$ cat config.mk
export PLATFORM = sky130hd
export DESIGN_NAME = tcr_top
export DESIGN_NICKNAME = d
export VERILOG_FILES = /design/src/tcr_pkg.sv /design/src/tcr_axil_slave.sv /design/src/tcr_capture_stage.sv /design/src/tcr_top.sv
export SDC_FILE = /design/constraint.sdc
export NUM_CORES = 1
export LEC_CHECK = 0
export BUFFER_PORTS_ARGS = -buffer_cell sky130_fd_sc_hd__buf_2
export CORE_MARGIN = 1
export CORE_UTILIZATION = 55
export CTS_BUF_LIST = sky130_fd_sc_hd__clkbuf_4 sky130_fd_sc_hd__clkbuf_8
export CTS_CLUSTER_SIZE = 24
export DETAILED_ROUTE_END_ITERATION = 10
export PLACE_DENSITY = 0.84
export SKIP_LAST_GASP = 1
export SLEW_MARGIN = 40
export SYNTH_ARGS = -nofsm -noshare
export SYNTH_HDL_FRONTEND = slang
export SYNTH_SLANG_ARGS = --single-unit
export TNS_END_PERCENT = 20
$ cat constraint.sdc
create_clock -name core_clk -period 3.5 [get_ports core_clk]
set_input_delay 0.35 -clock core_clk [delete_from_list [all_inputs] [get_ports core_clk]]
set_output_delay 0.35 -clock core_clk [all_outputs]
set_load 0.05 [all_outputs]
$ cat src/tcr_pkg.sv
package tcr_pkg;

  // ----------------------------------------------------------------
  // widths
  // ----------------------------------------------------------------
  localparam int CAP_W = 12;
  localparam int AXI_AW = 8;
  localparam int AXI_DW = 32;

  // ----------------------------------------------------------------
  // register byte addresses
  // ----------------------------------------------------------------
  localparam logic [7:0] CTRL_OFF = 8'h00;
  localparam logic [7:0] STAT_OFF = 8'h04;
  localparam logic [7:0] CAPA_OFF = 8'h20;
  localparam logic [7:0] CAPB_OFF = 8'h24;

  // ----------------------------------------------------------------
  // field positions
  // ----------------------------------------------------------------
  localparam int CTRL_SWA_BIT = 0;
  localparam int CTRL_SWB_BIT = 1;
  localparam int CTRL_HWA_BIT = 8;
  localparam int CTRL_HWB_BIT = 9;
  localparam int STAT_LOCKA_BIT = 0;
  localparam int STAT_LOCKB_BIT = 1;
  localparam int STAT_PENDA_BIT = 2;
  localparam int STAT_PENDB_BIT = 3;
  localparam int STAT_OVRA_BIT = 4;
  localparam int STAT_OVRB_BIT = 5;

  // ----------------------------------------------------------------
  // values after reset
  // ----------------------------------------------------------------
  localparam logic [11:0] CAP_RST = 12'h000;
  localparam logic HW_EN_RST = 1'b1;

  // ----------------------------------------------------------------
  // bus responses
  // ----------------------------------------------------------------
  localparam logic [1:0] RESP_OKAY = 2'h0;
  localparam logic [1:0] RESP_SLVERR = 2'h2;

  // word-aligned address match
  function automatic logic hitWord(input logic [7:0] addr, input logic [7:0] off);
    hitWord = (addr[7:2] == off[7:2]);
  endfunction

endpackage

$ cat src/tcr_axil_slave.sv
`timescale 1ns/1ps
module tcr_axil_slave (
  input wire logic core_clk,
  input wire logic rst_b,
  input wire logic [7:0] s_axi_awaddr,
  input wire logic s_axi_awvalid,
  output logic s_axi_awready,
  input wire logic [31:0] s_axi_wdata,
  input wire logic [3:0] s_axi_wstrb,
  input wire logic s_axi_wvalid,
  output logic s_axi_wready,
  output logic [1:0] s_axi_bresp,
  output logic s_axi_bvalid,
  input wire logic s_axi_bready,
  input wire logic [7:0] s_axi_araddr,
  input wire logic s_axi_arvalid,
  output logic s_axi_arready,
  output logic [31:0] s_axi_rdata,
  output logic [1:0] s_axi_rresp,
  output logic s_axi_rvalid,
  input wire logic s_axi_rready,
  output logic wrEn,
  output logic [7:0] wrAddr,
  output logic [31:0] wrData,
  output logic [3:0] wrStrb,
  input wire logic wrOk,
  output logic rdEn,
  output logic [7:0] rdAddr,
  input wire logic [31:0] rdData,
  input wire logic rdOk
);

  typedef struct packed {
    logic awRdy;
    logic awHeld;
    logic [7:0] awAddr;
    logic wRdy;
    logic wHeld;
    logic [31:0] wData;
    logic [3:0] wStrb;
    logic bValid;
    logic [1:0] bResp;
    logic arRdy;
    logic rValid;
    logic [31:0] rData;
    logic [1:0] rResp;
  } tcr_axil_state_t;

  tcr_axil_state_t s_q;
  tcr_axil_state_t s_d;

  always_comb begin
    s_d = s_q;
    wrEn = 1'b0;
    rdEn = 1'b0;
    if (s_axi_awvalid && s_q.awRdy) begin
      s_d.awHeld = 1'b1;
      s_d.awAddr = s_axi_awaddr;
    end
    if (s_axi_wvalid && s_q.wRdy) begin
      s_d.wHeld = 1'b1;
      s_d.wData = s_axi_wdata;
      s_d.wStrb = s_axi_wstrb;
    end
    if (s_q.bValid && s_axi_bready) begin
      s_d.bValid = 1'b0;
    end
    // address and data may arrive in either order; commit once both held
    if (s_q.awHeld && s_q.wHeld && !s_q.bValid) begin
      wrEn = 1'b1;
      s_d.awHeld = 1'b0;
      s_d.wHeld = 1'b0;
      s_d.bValid = 1'b1;
      s_d.bResp = wrOk ? tcr_pkg::RESP_OKAY : tcr_pkg::RESP_SLVERR;
    end
    s_d.awRdy = !s_d.awHeld;
    s_d.wRdy = !s_d.wHeld;
    if (s_q.rValid && s_axi_rready) begin
      s_d.rValid = 1'b0;
    end
    if (s_axi_arvalid && s_q.arRdy) begin
      rdEn = 1'b1;
      s_d.rValid = 1'b1;
      s_d.rData = rdData;
      s_d.rResp = rdOk ? tcr_pkg::RESP_OKAY : tcr_pkg::RESP_SLVERR;
    end
    s_d.arRdy = !s_d.rValid;
  end

  always_ff @(posedge core_clk or negedge rst_b) begin
    if (!rst_b) begin
      s_q <= '0;
    end else begin
      s_q <= s_d;
    end
  end

  assign wrAddr = s_q.awAddr;
  assign wrData = s_q.wData;
  assign wrStrb = s_q.wStrb;
  assign rdAddr = s_axi_araddr;
  assign s_axi_awready = s_q.awRdy;
  assign s_axi_wready = s_q.wRdy;
  assign s_axi_bvalid = s_q.bValid;
  assign s_axi_bresp = s_q.bResp;
  assign s_axi_arready = s_q.arRdy;
  assign s_axi_rvalid = s_q.rValid;
  assign s_axi_rdata = s_q.rData;
  assign s_axi_rresp = s_q.rResp;

endmodule

$ cat src/tcr_capture_stage.sv
`timescale 1ns/1ps
module tcr_capture_stage (
  input wire logic core_clk,
  input wire logic rst_b,
  input wire logic [11:0] counterValue,
  input wire logic trigger,
  input wire logic updateCond,
  input wire logic unlock,
  output logic [11:0] captureValue,
  output logic locked,
  output logic pending,
  output logic overrun
);

  typedef struct packed {
    logic [11:0] buffer;
    logic bufFull;
    logic [11:0] capture;
    logic locked;
  } tcr_cap_state_t;

  tcr_cap_state_t s_q;
  tcr_cap_state_t s_d;
  logic transfer;

  always_comb begin
    s_d = s_q;
    // blocked while software has not yet fetched the high byte
    transfer = updateCond && s_q.bufFull && !s_q.locked;
    if (transfer) begin
      s_d.capture = s_q.buffer;
      s_d.bufFull = 1'b0;
      s_d.locked = 1'b1;
    end else if (unlock) begin
      s_d.locked = 1'b0;
    end
    // newest trigger wins; a new count beats the buffer drain
    if (trigger) begin
      s_d.buffer = counterValue;
      s_d.bufFull = 1'b1;
    end
  end

  always_ff @(posedge core_clk or negedge rst_b) begin
    if (!rst_b) begin
      s_q <= '{tcr_pkg::CAP_RST, 1'b0, tcr_pkg::CAP_RST, 1'b0};
    end else begin
      s_q <= s_d;
    end
  end

  assign captureValue = s_q.capture;
  assign locked = s_q.locked;
  assign pending = s_q.bufFull;
  // a buffer drained at the same edge is not overwritten
  assign overrun = trigger && s_q.bufFull && !transfer;

  // ----------------------------------------------------------------
  // checks
  // ----------------------------------------------------------------
  trig_loads_buf_a: assert property (
    @(posedge core_clk) disable iff (!rst_b)
    trigger |=> (s_q.bufFull && s_q.buffer == $past(counterValue)))
    else $error("trigger did not load counter into buffer");

  update_moves_buf_a: assert property (
    @(posedge core_clk) disable iff (!rst_b)
    (updateCond && s_q.bufFull && !s_q.locked) |=> (s_q.locked && s_q.capture == $past(s_q.buffer)))
    else $error("update did not move buffer into capture register");

  cap_only_update_a: assert property (
    @(posedge core_clk) disable iff (!rst_b)
    !$stable(s_q.capture) |-> $past(updateCond))
    else $error("capture register changed without update");

  locked_holds_a: assert property (
    @(posedge core_clk) disable iff (!rst_b)
    (s_q.locked && !unlock) |=> (s_q.locked && $stable(s_q.capture)))
    else $error("locked capture register changed before release");

endmodule

$ cat src/tcr_top.sv
// Chosen here: the AXI4-Lite register port.
`timescale 1ns/1ps
module tcr_top (
  input wire logic core_clk,
  input wire logic rst_b,
  input wire logic [11:0] counterValue,
  input wire logic hwTrigA,
  input wire logic hwTrigB,
  input wire logic updateCond,
  input wire logic [7:0] s_axi_awaddr,
  input wire logic s_axi_awvalid,
  output logic s_axi_awready,
  input wire logic [31:0] s_axi_wdata,
  input wire logic [3:0] s_axi_wstrb,
  input wire logic s_axi_wvalid,
  output logic s_axi_wready,
  output logic [1:0] s_axi_bresp,
  output logic s_axi_bvalid,
  input wire logic s_axi_bready,
  input wire logic [7:0] s_axi_araddr,
  input wire logic s_axi_arvalid,
  output logic s_axi_arready,
  output logic [31:0] s_axi_rdata,
  output logic [1:0] s_axi_rresp,
  output logic s_axi_rvalid,
  input wire logic s_axi_rready
);

  // ----------------------------------------------------------------
  // state
  // ----------------------------------------------------------------
  typedef struct packed {
    logic swReqA;
    logic swReqB;
    logic hwEnA;
    logic hwEnB;
    logic ovrA;
    logic ovrB;
  } tcr_top_state_t;

  tcr_top_state_t s_q;
  tcr_top_state_t s_d;

  logic wrEn;
  logic [7:0] wrAddr;
  logic [31:0] wrData;
  logic [3:0] wrStrb;
  logic wrOk;
  logic rdEn;
  logic [7:0] rdAddr;
  logic [31:0] rdData;
  logic rdOk;

  logic trigA;
  logic trigB;
  logic relA;
  logic relB;
  logic [11:0] capA;
  logic [11:0] capB;
  logic lockA;
  logic lockB;
  logic pendA;
  logic pendB;
  logic ovrEvtA;
  logic ovrEvtB;
  logic rdFireB;
  logic wrCtrl;
  logic wrStat;

  // ----------------------------------------------------------------
  // register bus
  // ----------------------------------------------------------------
  tcr_axil_slave u_bus (
    .core_clk(core_clk),
    .rst_b(rst_b),
    .s_axi_awaddr(s_axi_awaddr),
    .s_axi_awvalid(s_axi_awvalid),
    .s_axi_awready(s_axi_awready),
    .s_axi_wdata(s_axi_wdata),
    .s_axi_wstrb(s_axi_wstrb),
    .s_axi_wvalid(s_axi_wvalid),
    .s_axi_wready(s_axi_wready),
    .s_axi_bresp(s_axi_bresp),
    .s_axi_bvalid(s_axi_bvalid),
    .s_axi_bready(s_axi_bready),
    .s_axi_araddr(s_axi_araddr),
    .s_axi_arvalid(s_axi_arvalid),
    .s_axi_arready(s_axi_arready),
    .s_axi_rdata(s_axi_rdata),
    .s_axi_rresp(s_axi_rresp),
    .s_axi_rvalid(s_axi_rvalid),
    .s_axi_rready(s_axi_rready),
    .wrEn(wrEn),
    .wrAddr(wrAddr),
    .wrData(wrData),
    .wrStrb(wrStrb),
    .wrOk(wrOk),
    .rdEn(rdEn),
    .rdAddr(rdAddr),
    .rdData(rdData),
    .rdOk(rdOk)
  );

  // ----------------------------------------------------------------
  // address decode
  // ----------------------------------------------------------------
  // capture words accept writes silently; they are read-only
  assign wrOk = tcr_pkg::hitWord(wrAddr, tcr_pkg::CTRL_OFF)
             || tcr_pkg::hitWord(wrAddr, tcr_pkg::STAT_OFF)
             || tcr_pkg::hitWord(wrAddr, tcr_pkg::CAPA_OFF)
             || tcr_pkg::hitWord(wrAddr, tcr_pkg::CAPB_OFF);
  assign rdOk = tcr_pkg::hitWord(rdAddr, tcr_pkg::CTRL_OFF)
             || tcr_pkg::hitWord(rdAddr, tcr_pkg::STAT_OFF)
             || tcr_pkg::hitWord(rdAddr, tcr_pkg::CAPA_OFF)
             || tcr_pkg::hitWord(rdAddr, tcr_pkg::CAPB_OFF);
  assign wrCtrl = wrEn && tcr_pkg::hitWord(wrAddr, tcr_pkg::CTRL_OFF);
  assign wrStat = wrEn && tcr_pkg::hitWord(wrAddr, tcr_pkg::STAT_OFF);

  // ----------------------------------------------------------------
  // read data
  // ----------------------------------------------------------------
  // low byte in lane 0, high byte in lane 1 (next byte address)
  always_comb begin
    rdData = 32'h0000_0000;
    if (tcr_pkg::hitWord(rdAddr, tcr_pkg::CTRL_OFF)) begin
      rdData[tcr_pkg::CTRL_HWA_BIT] = s_q.hwEnA;
      rdData[tcr_pkg::CTRL_HWB_BIT] = s_q.hwEnB;
    end else if (tcr_pkg::hitWord(rdAddr, tcr_pkg::STAT_OFF)) begin
      rdData[tcr_pkg::STAT_LOCKA_BIT] = lockA;
      rdData[tcr_pkg::STAT_LOCKB_BIT] = lockB;
      rdData[tcr_pkg::STAT_PENDA_BIT] = pendA;
      rdData[tcr_pkg::STAT_PENDB_BIT] = pendB;
      rdData[tcr_pkg::STAT_OVRA_BIT] = s_q.ovrA;
      rdData[tcr_pkg::STAT_OVRB_BIT] = s_q.ovrB;
    end else if (tcr_pkg::hitWord(rdAddr, tcr_pkg::CAPA_OFF)) begin
      rdData[11:0] = capA;
    end else if (tcr_pkg::hitWord(rdAddr, tcr_pkg::CAPB_OFF)) begin
      rdData[11:0] = capB;
    end
  end

  // a word read always carries the high byte, so any read of a capture word releases that channel
  assign rdFireB = rdEn && tcr_pkg::hitWord(rdAddr, tcr_pkg::CAPB_OFF);
  assign relA = rdEn && tcr_pkg::hitWord(rdAddr, tcr_pkg::CAPA_OFF);
  assign relB = rdFireB;

  // ----------------------------------------------------------------
  // capture sources
  // ----------------------------------------------------------------
  // event source gated by its enable, software source always honoured
  assign trigA = (hwTrigA && s_q.hwEnA) || s_q.swReqA;
  assign trigB = (hwTrigB && s_q.hwEnB) || s_q.swReqB;

  tcr_capture_stage u_capA (
    .core_clk(core_clk),
    .rst_b(rst_b),
    .counterValue(counterValue),
    .trigger(trigA),
    .updateCond(updateCond),
    .unlock(relA),
    .captureValue(capA),
    .locked(lockA),
    .pending(pendA),
    .overrun(ovrEvtA)
  );

  tcr_capture_stage u_capB (
    .core_clk(core_clk),
    .rst_b(rst_b),
    .counterValue(counterValue),
    .trigger(trigB),
    .updateCond(updateCond),
    .unlock(relB),
    .captureValue(capB),
    .locked(lockB),
    .pending(pendB),
    .overrun(ovrEvtB)
  );

  // ----------------------------------------------------------------
  // control and status
  // ----------------------------------------------------------------
  always_comb begin
    s_d = s_q;
    s_d.swReqA = 1'b0;
    s_d.swReqB = 1'b0;
    if (wrCtrl && wrStrb[0]) begin
      s_d.swReqA = wrData[tcr_pkg::CTRL_SWA_BIT];
      s_d.swReqB = wrData[tcr_pkg::CTRL_SWB_BIT];
    end
    if (wrCtrl && wrStrb[1]) begin
      s_d.hwEnA = wrData[tcr_pkg::CTRL_HWA_BIT];
      s_d.hwEnB = wrData[tcr_pkg::CTRL_HWB_BIT];
    end
    if (wrStat && wrStrb[0]) begin
      if (wrData[tcr_pkg::STAT_OVRA_BIT]) begin
        s_d.ovrA = 1'b0;
      end
      if (wrData[tcr_pkg::STAT_OVRB_BIT]) begin
        s_d.ovrB = 1'b0;
      end
    end
    // set after clear so a same-cycle event is kept
    if (ovrEvtA) begin
      s_d.ovrA = 1'b1;
    end
    if (ovrEvtB) begin
      s_d.ovrB = 1'b1;
    end
  end

  always_ff @(posedge core_clk or negedge rst_b) begin
    if (!rst_b) begin
      s_q <= '{1'b0, 1'b0, tcr_pkg::HW_EN_RST, tcr_pkg::HW_EN_RST, 1'b0, 1'b0};
    end else begin
      s_q <= s_d;
    end
  end

  // ----------------------------------------------------------------
  // checks
  // ----------------------------------------------------------------
  sw_req_capture_a: assert property (
    @(posedge core_clk) disable iff (!rst_b)
    (wrCtrl && wrStrb[0] && wrData[tcr_pkg::CTRL_SWB_BIT])
      |=> ##1 (pendB || lockB))
    else $error("software capture request did not reach capture path");

  hw_trig_capture_a: assert property (
    @(posedge core_clk) disable iff (!rst_b)
    (hwTrigB && s_q.hwEnB) |=> pendB)
    else $error("hardware trigger did not fill capture buffer");

  hw_gate_off_a: assert property (
    @(posedge core_clk) disable iff (!rst_b)
    (!pendB && hwTrigB && !s_q.hwEnB && !s_q.swReqB) |=> !pendB)
    else $error("disabled event source still captured");

  high_read_release_a: assert property (
    @(posedge core_clk) disable iff (!rst_b)
    (rdFireB && lockB) |=> !lockB)
    else $error("high byte read did not release capture register");

  no_release_hold_a: assert property (
    @(posedge core_clk) disable iff (!rst_b)
    (lockB && !rdFireB) |=> $stable(capB))
    else $error("capture value overwritten while not yet read");

  read_value_a: assert property (
    @(posedge core_clk) disable iff (!rst_b)
    rdFireB |=> (s_axi_rvalid && s_axi_rdata[11:0] == $past(capB)))
    else $error("read returned wrong capture value");

  upper_bits_zero_a: assert property (
    @(posedge core_clk) disable iff (!rst_b)
    rdFireB |=> (s_axi_rdata[31:12] == 20'h00000 && s_axi_rresp == tcr_pkg::RESP_OKAY))
    else $error("unused capture bits not zero");

  byte_lane_order_a: assert property (
    @(posedge core_clk) disable iff (!rst_b)
    rdFireB |=> (s_axi_rdata[15:8] == {4'h0, $past(capB[11:8])}
                 && s_axi_rdata[7:0] == $past(capB[7:0])))
    else $error("capture bytes not in low then high lanes");

  update_gate_a: assert property (
    @(posedge core_clk) disable iff (!rst_b)
    (!updateCond && !lockB) |=> !lockB)
    else $error("capture register loaded without update condition");

  ovr_set_wins_a: assert property (
    @(posedge core_clk) disable iff (!rst_b)
    ovrEvtB |=> s_q.ovrB)
    else $error("overrun event lost");

endmodule

==> results of run 1 <==
==> stage by stage <==
step	power (uW)	instance area, um2
3_5_place_dp	2780	4240
5_1_grt	3580	4410
4_1_cts	3410	4410
3_3_place_gp	2700	4230
6_report	3380	4410
2_1_floorplan	2550	4100
==> flip-flops by register name, summed over array words and instances (netlist names) <==
register	flops
s_q	6
u_bus.s_axi_arready	1
u_bus.s_axi_awready	1
u_bus.s_axi_bresp	1
u_bus.s_axi_bvalid	1
u_bus.s_axi_rdata	12
u_bus.s_axi_rresp	1
u_bus.s_axi_rvalid	1
u_bus.s_axi_wready	1
u_bus.s_q	2
u_bus.wrAddr	6
u_bus.wrData	6
u_bus.wrStrb	2
u_capA.captureValue	12
u_capA.locked	1
u_capA.pending	1
u_capA.s_q	12
u_capB.captureValue	12
u_capB.locked	1
u_capB.pending	1
u_capB.s_q	12
==> worst paths after layout <==
check / startpoint / endpoint / depth (start not counted)
worst max-delay path: u_bus.wrAddr[3]$_DFFE_PN0P_ / s_q[2]$_DFFE_PN1P_ / 3
worst min register to register: u_bus.s_axi_rresp[1]$_DFFE_PN0N_ / u_bus.s_axi_rresp[1]$_DFFE_PN0N_ / 2
min in group core_clk: s_axi_bready / u_bus.s_axi_bvalid$_DFFE_PN0P_ / 2
worst max register to register: u_bus.wrAddr[3]$_DFFE_PN0P_ / s_q[2]$_DFFE_PN1P_ / 3
max in group asynchronous: rst_b / u_bus.s_axi_rdata[8]$_DFFE_PN0N_ / 1
worst min-delay path: rst_b / u_capA.s_q[21]$_DFFE_PN0P_ / 1
==> logic make-up after synthesis <==
family | Yosys count
buf+inv | 53
mux | 77
simple gates | 51
compound gates | 27
flops | 93
other cells | 1
==> layer usage <==
layer / up-vias / track usage / share of wire
met5: - / 0 / 0
met4: 0 / 0.0686 / 0.011
met2: 71 / 0.321 / 0.47
met1: 1129 / 0.258 / 0.46
met3: 6 / 0.0701 / 0.058
li1: 1104 / - / -
==> layout make-up <==
class	instances	area (um2)	share of cell area
Clock buffer	12	146	0.0332
Clock inverter	4	25.0	0.00568
Inverter	5	18.8	0.00426
Multi-Input combinational cell	177	1440	0.326
Sequential cell	93	2330	0.528
Tap cell	96	120	0.0272
Timing Repair Buffer	63	332	0.0752
==> placed cells by master, fill, tap and decap left out, types with 2 or more instances in the layout <==
| master | count |
|---|---|
| a21oi_1 | 4 |
| a221o_1 | 2 |
| a31oi_1 | 6 |
| and2_1 | 3 |
| and4b_1 | 2 |
| buf_2 | 59 |
| buf_4 | 3 |
| clkbuf_4 | 3 |
| clkbuf_8 | 10 |
| clkinv_2 | 2 |
| clkinvlp_4 | 2 |
| conb_1 | 22 |
| dfrtp_1 | 91 |
| dfstp_2 | 2 |
| inv_1 | 5 |
| mux2_2 | 70 |
| mux2_4 | 2 |
| mux2i_1 | 5 |
| nand2_1 | 12 |
| nand3_1 | 9 |
| nand3b_1 | 2 |
| nand4b_1 | 4 |
| nor2_1 | 7 |
| nor3_1 | 2 |
| o21ai_0 | 5 |
| o21ai_1 | 2 |
| o31ai_1 | 5 |
| o41ai_1 | 2 |
| or4_4 | 2 |
==> worst max-delay path, cell delays in order (launching register included) <==
cell and delay (ps):
dfrtp_1 380, or4_4 570, or4_4 550, mux2_4 310
==> power by group through the flow <==
| stage | registers [uW] | logic, uW | clock network, uW |
|---|---|---|---|
| after floorplan | 1760 | 793 | 0 |
| after global placement | 1740 | 959 | 0 |
| after detailed placement | 1770 | 1010 | 0 |
| after CTS | 1750 | 1010 | 648 |
| after global routing | 1810 | 1080 | 690 |
| final | 1750 | 996 | 632 |
==> impl_metrics.ini, run 1 <==
[outcome]
status = finished, final reports clean

[synth]
synth.most_common_cell = dfrtp_1
synth_flop_cell = dfrtp_1
synth-edff-count = 0
synth_area_mm2 = 0.00402
synth-compound-area-share = 0.0442
synthSimpleGateAreaFrac = 0.0754
synth_top_family_by_area = multiplexers
synth_top_area_share = 0.567
avgSynthCellArea_um2 = 13.3
yosys-top-cells-count = dfrtp_1 (91), mux2_2 (70), buf_4 (36)
synth-seq-cells = 93
syn_inst = 302
synth-xor-area-share = 0
yosysWarningCount = 0
yosys-top-cells-area = dfrtp_1 (57%), mux2_2 (20%), buf_4 (6.7%)
yosys.area.top_type = dfrtp_1
synth-adder-area-share = 0
ys_seq_area_frac = 0.580
synth_cell_types = 34
async_reset_ff_frac = 1.00
synth_mux_area_frac = 0.216

[route]
vias = 2310
detail-route-antenna-nets = 0
drtIter0Drc = 140
via_per_inst = 5.13
drc = 0
drt_pass1_iterations = 4
wire_per_inst_um = 15.2
totalWireLength_um = 6830

[clocking]
clkSinkCount = 93
clock_latency_ps = 350
hold_buffers = 0
cts_setup_buffers = 0
cts.htree.levels = 3
cts_tree = done
cts-root-buf = clkbuf_8
cts_buffer_depth = 2
clkSlewWorstSetupHoldPaths_ps = 80
cts_resized = 0
cts-buffers-inserted = 9

[timing]
relSlewSlack = 0.489
hold_ws_ps = 34.7
setup_slack_ps = 1630
setup_violations = 0
period_minus_slack_ps = 1870
setup_tns_ps = 0
fin_crit_sh = 0.533
hold_viol_final = 0
fmax_ghz = 0.536
maxSlewViolCount = 0
finClkSkew_ps = 9.98
rsz0062_at_grt = no
worstMarginPinSlew_ps = 764

[pwr]
clock_power_share = 0.187
powerDensity_mw_per_mm2 = 766
leakage_uw = 0.00216
internal_power_uw = 2260
swShare = 0.330
p_sw_uw = 1120
ir_worst_vdd_mv = 0.608
seq_power_share = 0.518
pwr-share-comb = 0.295

[placed_design]
io_buffers = 60
gp_congestion = 0.723
dpl.hpwl_um = 4790
dpl.cell_count = 434
post-place-ws_ps = 1640

[global_route]
grt_max_degree = 94
grt_antenna_before_repair = 0
grt_pass1_wl_um = 11400
grtUsageTotal = 0.201
grt.overflow.total = 0
grt_pass1_vias = 2396

[die]
start_util = 0.582
boundaryPins = 115
num_rows = 30
coreArea_mm2 = 0.00691
dieArea_mm2 = 0.00765
dieHeight_um = 87.5
die_w_um = 87.5

[layout]
nFillCells = 559
layout-drive-gt1-share = 0.446
finish.utilization = 0.638
area_growth_pct = 9.78
finalNonFillerCells = 450
num_antenna_cells = 0
final_nets = 423

[flow_run]
drv_cap = 0

[min_path]
hold_class = input port to async pin

[critical_path]
crit_type = register to register
start_kind = register
worstPathRequired_ps = 3780
arrival_ps = 2150
endpoint_kind = register
cp_max_fo = 5
r2r_slack_ps = 1630
No activity file was read; power rests on OpenSTA's default activity.
==> run 2: changes to the inputs <==
--- a/config.mk
+++ b/config.mk
@@ -5,13 +5,14 @@
 export SDC_FILE = /design/constraint.sdc
 export NUM_CORES = 1
 export LEC_CHECK = 0
+export ABC_AREA = 1
 export BUFFER_PORTS_ARGS = -buffer_cell sky130_fd_sc_hd__buf_2
 export CORE_MARGIN = 1
-export CORE_UTILIZATION = 55
+export CORE_UTILIZATION = 54
 export CTS_BUF_LIST = sky130_fd_sc_hd__clkbuf_4 sky130_fd_sc_hd__clkbuf_8
 export CTS_CLUSTER_SIZE = 24
 export DETAILED_ROUTE_END_ITERATION = 10
-export PLACE_DENSITY = 0.84
+export PLACE_DENSITY = 0.82
 export SKIP_LAST_GASP = 1
 export SLEW_MARGIN = 40
 export SYNTH_ARGS = -nofsm -noshare
==> constraint.sdc (replaced) <==
create_clock -name core_clk -period 1.9 [get_ports core_clk]
set_input_delay 0.19 -clock core_clk [delete_from_list [all_inputs] [get_ports core_clk]]
set_output_delay 0.19 -clock core_clk [all_outputs]
set_load 0.05 [all_outputs]
==> run 2 against run 1 <==
Worst setup slack worse by 1000 ps. Hold slack worse by 7.4 ps. Synthesized cell count up 60%. Final cell count up 41%.
==> impl_metrics.ini, run 2 <==
[outcome]
status = finished, final reports clean

[timing]
fin_crit_sh = 0.676
period_minus_slack_ps = 1280
setup_violations = 0
fmax_ghz = 0.779
setup_tns_ps = 0
setup_slack_ps = 616
rsz0062_at_grt = no
maxSlewViolCount = 0
finClkSkew_ps = 10.5
hold_viol_final = 0

[global_route]
grt.overflow.total = 0
grt_antenna_before_repair = 0
grt_pass1_wl_um = 13200
grt_pass1_vias = 2991
grtUsageTotal = 0.222
grt_max_degree = 43

[synth]
synth-compound-area-share = 0.0839
synthSimpleGateAreaFrac = 0.222
async_reset_ff_frac = 1.00
synth_mux_area_frac = 0
synth_flop_cell = dfrtp_1
yosys-top-cells-count = nand2_1 (165), dfrtp_1 (91), o21ai_0 (61)
yosysWarningCount = 0
synth-adder-area-share = 0
synth_top_area_share = 0.551
avgSynthCellArea_um2 = 8.57
ys_seq_area_frac = 0.564
yosys-top-cells-area = dfrtp_1 (55%), nand2_1 (15%), o21ai_0 (7.4%)
synth_cell_types = 26
syn_inst = 482
synth_top_family_by_area = simple AND/OR/NAND/NOR gates
synth-seq-cells = 93
yosys.area.top_type = dfrtp_1
synth_area_mm2 = 0.00413
synth-xor-area-share = 0
synth-edff-count = 0
synth.most_common_cell = nand2_1

[pwr]
leakage_uw = 0.00247
internal_power_uw = 4070
p_sw_uw = 2260
seq_power_share = 0.496
swShare = 0.357
pwr-share-comb = 0.274
ir_worst_vdd_mv = 0.605
clock_power_share = 0.230
powerDensity_mw_per_mm2 = 1390

[min_path]
hold_end = u_bus.wrAddr[4]$_DFFE_PN0P_
worstHoldStart = s_axi_awaddr[4]
whs_path_depth = 3
hold_class = input port to register

[route]
wire_per_inst_um = 12.4
drt_pass1_iterations = 4
drtIter0Drc = 220
detail-route-antenna-nets = 0
totalWireLength_um = 7820
via_per_inst = 4.88
vias = 3088
drc = 0

[layout]
area_growth_pct = 10.4
final_cell_mix = nand2_1 (165), dfrtp_1 (91), o21ai_0 (61)
multi_input_area_mm2 = 0.00135
mostFrequentLayoutCell = nand2_1
num_antenna_cells = 0
layout-drive-gt1-share = 0.172
area.sequential_mm2 = 0.00233
nFillCells = 621
final_nets = 603

[die]
start_util = 0.564
num_rows = 31
dieArea_mm2 = 0.00801
boundaryPins = 115
coreArea_mm2 = 0.00733
die_w_um = 89.5
dieHeight_um = 89.5

[clocking]
clkSinkCount = 93
hold_buffers = 2
cts_resized = 0
cts-root-buf = clkbuf_8
cts_buffer_depth = 2
clock_latency_ps = 360
cts_tree = done
cts_setup_buffers = 0
cts-buffers-inserted = 9
cts.htree.levels = 3
clkSlewWorstSetupHoldPaths_ps = 90

[flow_run]
drv_cap = 0

[placed_design]
post-place-ws_ps = 608
io_buffers = 60
dpl.hpwl_um = 5350
gp_congestion = 0.751

[critical_path]
cp_max_fo = 17
start_kind = register
arrival_ps = 1530
crit_type = register to register
endpoint_kind = register
timing.rr.start = u_bus.s_axi_arready$_DFF_PN0_
worstPathRequired_ps = 2150
timing.rr.end = u_bus.s_axi_rvalid$_DFF_PN0_
worstRegToRegCells = 4
r2r_slack_ps = 620
run 2: cell types whose count changed after synthesis, moves of 9 or more:
cell,delta
clkbuf_1,-9
o21ai_0,+56
nand2_1,+153
buf_2,+10
mux2_2,-70
inv_1,+36
nor2_1,+30
run 2: worst max-delay path by stage:
stage | endpoint | slack [ps] | startpoint
floorplan | u_bus.s_axi_rdata[10]$_DFFE_PN0N_ | 570 | u_bus.s_axi_arready$_DFF_PN0_
global placement | u_bus.s_axi_rvalid$_DFF_PN0_ | 660 | u_bus.s_axi_arready$_DFF_PN0_
detailed placement | u_bus.s_axi_rvalid$_DFF_PN0_ | 610 | u_bus.s_axi_arready$_DFF_PN0_
CTS | u_bus.s_axi_rvalid$_DFF_PN0_ | 610 | u_bus.s_axi_arready$_DFF_PN0_
global route | u_capB.captureValue[10]$_DFFE_PN0P_ | 410 | u_capB.pending$_DFFE_PN0P_
finish | u_bus.s_axi_rvalid$_DFF_PN0_ | 620 | u_bus.s_axi_arready$_DFF_PN0_
run 2: per-layer routing:
layer / share of wire / global-route usage / vias to the layer above
li1: - / - / 1535
met1: 0.47 / 0.296 / 1441
met2: 0.47 / 0.355 / 91
met3: 0.043 / 0.0517 / 21
met4: 0.023 / 0.0851 / 0
met5: 0 / 0 / -
run 2: worst max-delay path: stages, from the launching register on:
cell	delay, ps
dfrtp_1	380
nand2_1	80
clkinv_1	350
a21oi_1	310
inv_1	60
run 2: through the flow:
step	instances	utilization	power, uW	area, um2	hold WS (ps)
2_1_floorplan	503	-	4470	4210	-106
3_3_place_gp	615	0.589	4770	4320	168
3_5_place_dp	615	0.589	4880	4320	173
4_1_cts	633	0.622	6350	4560	21.2
5_1_grt	633	0.622	6780	4560	24.6
6_report	633	0.622	6330	4560	27.3
run 2: logic make-up (layout without fill, tap and decap cells):
family,Yosys count,in the layout
AND/OR/NAND/NOR,225,225
flip-flops,93,93
other,1,22
buffers and inverters,96,127
AO/OA/AOI/OAI,67,67
run 2: layout make-up:
| cell class | count | area share |
|---|---|---|
| tap | 99 | 0.0271 |
| timing repair buffer | 67 | 0.0817 |
| clock buffer | 10 | 0.0302 |
| multi-input combinational | 314 | 0.295 |
| clock inverter | 6 | 0.0189 |
| sequential | 93 | 0.511 |
| inverter | 44 | 0.0365 |
run 2: power by group through the flow:
stage                     clock [uW]  sequential [uW]  combinational (uW)
after floorplan                    0             3200                1260
after global placement             0             3130                1650
after detailed placement           0             3160                1720
after CTS                       1480             3130                1740
after global routing            1580             3220                1980
final                           1450             3140                1740
==> run 3: changes to the inputs <==
--- a/config.mk
+++ b/config.mk
@@ -5,14 +5,14 @@
 export SDC_FILE = /design/constraint.sdc
 export NUM_CORES = 1
 export LEC_CHECK = 0
-export ABC_AREA = 1
+export ABC_AREA = 0
 export BUFFER_PORTS_ARGS = -buffer_cell sky130_fd_sc_hd__buf_2
 export CORE_MARGIN = 1
 export CORE_UTILIZATION = 54
 export CTS_BUF_LIST = sky130_fd_sc_hd__clkbuf_4 sky130_fd_sc_hd__clkbuf_8
 export CTS_CLUSTER_SIZE = 24
 export DETAILED_ROUTE_END_ITERATION = 10
-export PLACE_DENSITY = 0.82
+export PLACE_DENSITY = 0.83
 export SKIP_LAST_GASP = 1
 export SLEW_MARGIN = 40
 export SYNTH_ARGS = -nofsm -noshare
==> constraint.sdc (replaced) <==
create_clock -name core_clk -period 1.2 [get_ports core_clk]
set_input_delay 0.12 -clock core_clk [delete_from_list [all_inputs] [get_ports core_clk]]
set_output_delay 0.12 -clock core_clk [all_outputs]
set_load 0.05 [all_outputs]
==> run 3 against run 2 <==
The flow now finishes with violations (negative setup slack). Combinational power up 110%. Hold slack got worse by 21 ps. Sequential share of layout area is 5.5 points lower. Total power increased by 73%. Clock power increased by 45%. Cell area is 12% higher. Via count shrank 15%. Utilization increased by 8.7 points. Clock skew shrank 1.0 ps. Highest routed layer unchanged.
==> impl_metrics.ini, run 3 (synthesis gave the netlist of run 1 again) <==
[critical_path]
endpoint_kind = register
start_kind = register
crit_start = u_bus.wrAddr[3]$_DFFE_PN0P_
worstRegToRegCells = 3
r2r_slack_ps = -560
crit_type = register to register
worstPathRequired_ps = 1500
cpMaxStageDelayCell = or4_4
timing.rr.start = u_bus.wrAddr[3]$_DFFE_PN0P_
cp_max_fo = 2
arrival_ps = 2050
timing.rr.end = s_q[3]$_DFFE_PN1P_
cpMostUsedCell = or4_4
crit_chain = or4_4 -> or4_4 -> mux2_4
crit_end = s_q[3]$_DFFE_PN1P_
slowest_delay_ps = 530

[timing]
maxSlewViolCount = 0
setup_tns_ps = -3110
period_minus_slack_ps = 1760
finClkSkew_ps = 9.50
setup_slack_ps = -556
fin_crit_sh = 1.46
rsz0062_at_grt = yes
hold_viol_final = 0
setup_violations = 18
fmax_ghz = 0.569

[route]
wire_per_inst_um = 15.5
totalWireLength_um = 7990
drt_pass1_iterations = 4
detail-route-antenna-nets = 0
drc = 0
via_per_inst = 5.11
vias = 2629
drtIter0Drc = 106

[clocking]
clock_latency_ps = 370
cts-buffers-inserted = 9
clkSinkCount = 93
cts-root-buf = clkbuf_8
clkSlewWorstSetupHoldPaths_ps = 90
cts.htree.levels = 3
cts_buffer_depth = 2
cts_tree = done

[global_route]
grtUsageTotal = 0.231
grt_pass1_vias = 2789
grt.overflow.total = 0
grt_antenna_before_repair = 0
grt_pass1_wl_um = 13100
grt_max_degree = 42

[die]
die_w_um = 88.2
dieHeight_um = 88.2
boundaryPins = 115
start_util = 0.557
num_rows = 31
dieArea_mm2 = 0.00779
coreArea_mm2 = 0.00721

[layout]
layout-drive-gt1-share = 0.486
finish.utilization = 0.710
area.sequential_mm2 = 0.00233
final_nets = 483
nFillCells = 506
mostFrequentLayoutCell = dfrtp_1
multi_input_area_mm2 = 0.00154
final_cell_mix = dfrtp_1 (89), buf_2 (59), mux2_2 (55)
area_growth_pct = 27.4

[outcome]
violations = negative setup slack
status = finished, violations left

[flow_run]
drv_cap = 0

[pwr]
power_uw = 10900
ir_worst_vdd_mv = 1.73
powerDensity_mw_per_mm2 = 2140
leakage_uw = 0.00254

[placed_design]
gp_congestion = 0.807
post-place-ws_ps = -547
io_buffers = 60
dpl.hpwl_um = 5700

[min_path]
hold_class = input port to register
[run 3: worst max-delay path: cells and delay by family (launching register included)]
family / cells / cell delay, ps
and+or+nand+nor: 2 / 980
muxes: 1 / 320
DFF: 1 / 390
[run 3: stage by stage]
step                      hold WS, ps  cell area (um2)  instances
after global placement           62.4             4610        471
after CTS                        1.02             5080        512
final                            5.85             5120        514
after detailed placement         67.1             4610        471
after floorplan                  -176             4180        323
after global routing             7.17             5120        513
[run 3: cell type report]
| type | count | share of cell area |
|---|---|---|
| inverter | 5 | 0.00367 |
| antenna | 1 | 0.000489 |
| timing repair buffer | 123 | 0.177 |
| multi-input combinational | 177 | 0.300 |
| clock buffer | 10 | 0.0269 |
| tap | 99 | 0.0242 |
| sequential | 93 | 0.456 |
| clock inverter | 6 | 0.0122 |
[run 3: layer usage]
metal / vias up / global-route usage / part of all wire
li1: 1226 / - / -
met1: 1314 / 0.273 / 0.42
met2: 78 / 0.409 / 0.52
met3: 11 / 0.0504 / 0.041
met4: 0 / 0.0968 / 0.018
met5: - / 0 / 0
[run 3: power by group]
part           internal (uW)  leakage [uW]  switching (uW)
logic                   1970       0.00127            1760
clock network           1010     0.0000943            1080
registers               4400       0.00117             712
total                   7380       0.00254            3550
[run 3: how the worst min path moves through the flow]
stage                                             end  slack [ps]       startpoint  depth (start not counted)
after floorplan                    s_q[0]$_DFFE_PN0P_        -180            rst_b                          0
after global placement    u_bus.wrAddr[6]$_DFFE_PN0P_          60            rst_b                          1
after detailed placement  u_bus.wrAddr[6]$_DFFE_PN0P_          70            rst_b                          1
after CTS                  u_capA.s_q[18]$_DFFE_PN0P_           1  counterValue[4]                          2
after global routing       u_capB.s_q[19]$_DFFE_PN0P_           7  counterValue[5]                          2
final                      u_capA.s_q[18]$_DFFE_PN0P_           6  counterValue[4]                          2
[run 3: timing repair]
| action | 4_1_cts | 5_1_grt |
|---|---|---|
| gates resized for setup | 4 | 6 |
| buffers inserted | 0 | 1 |
| pin swaps | 1 | 0 |
| hold endpoints to repair | 75 | 0 |
| hold buffers | 25 | 0 |
| setup endpoints to repair | 30 | 53 |
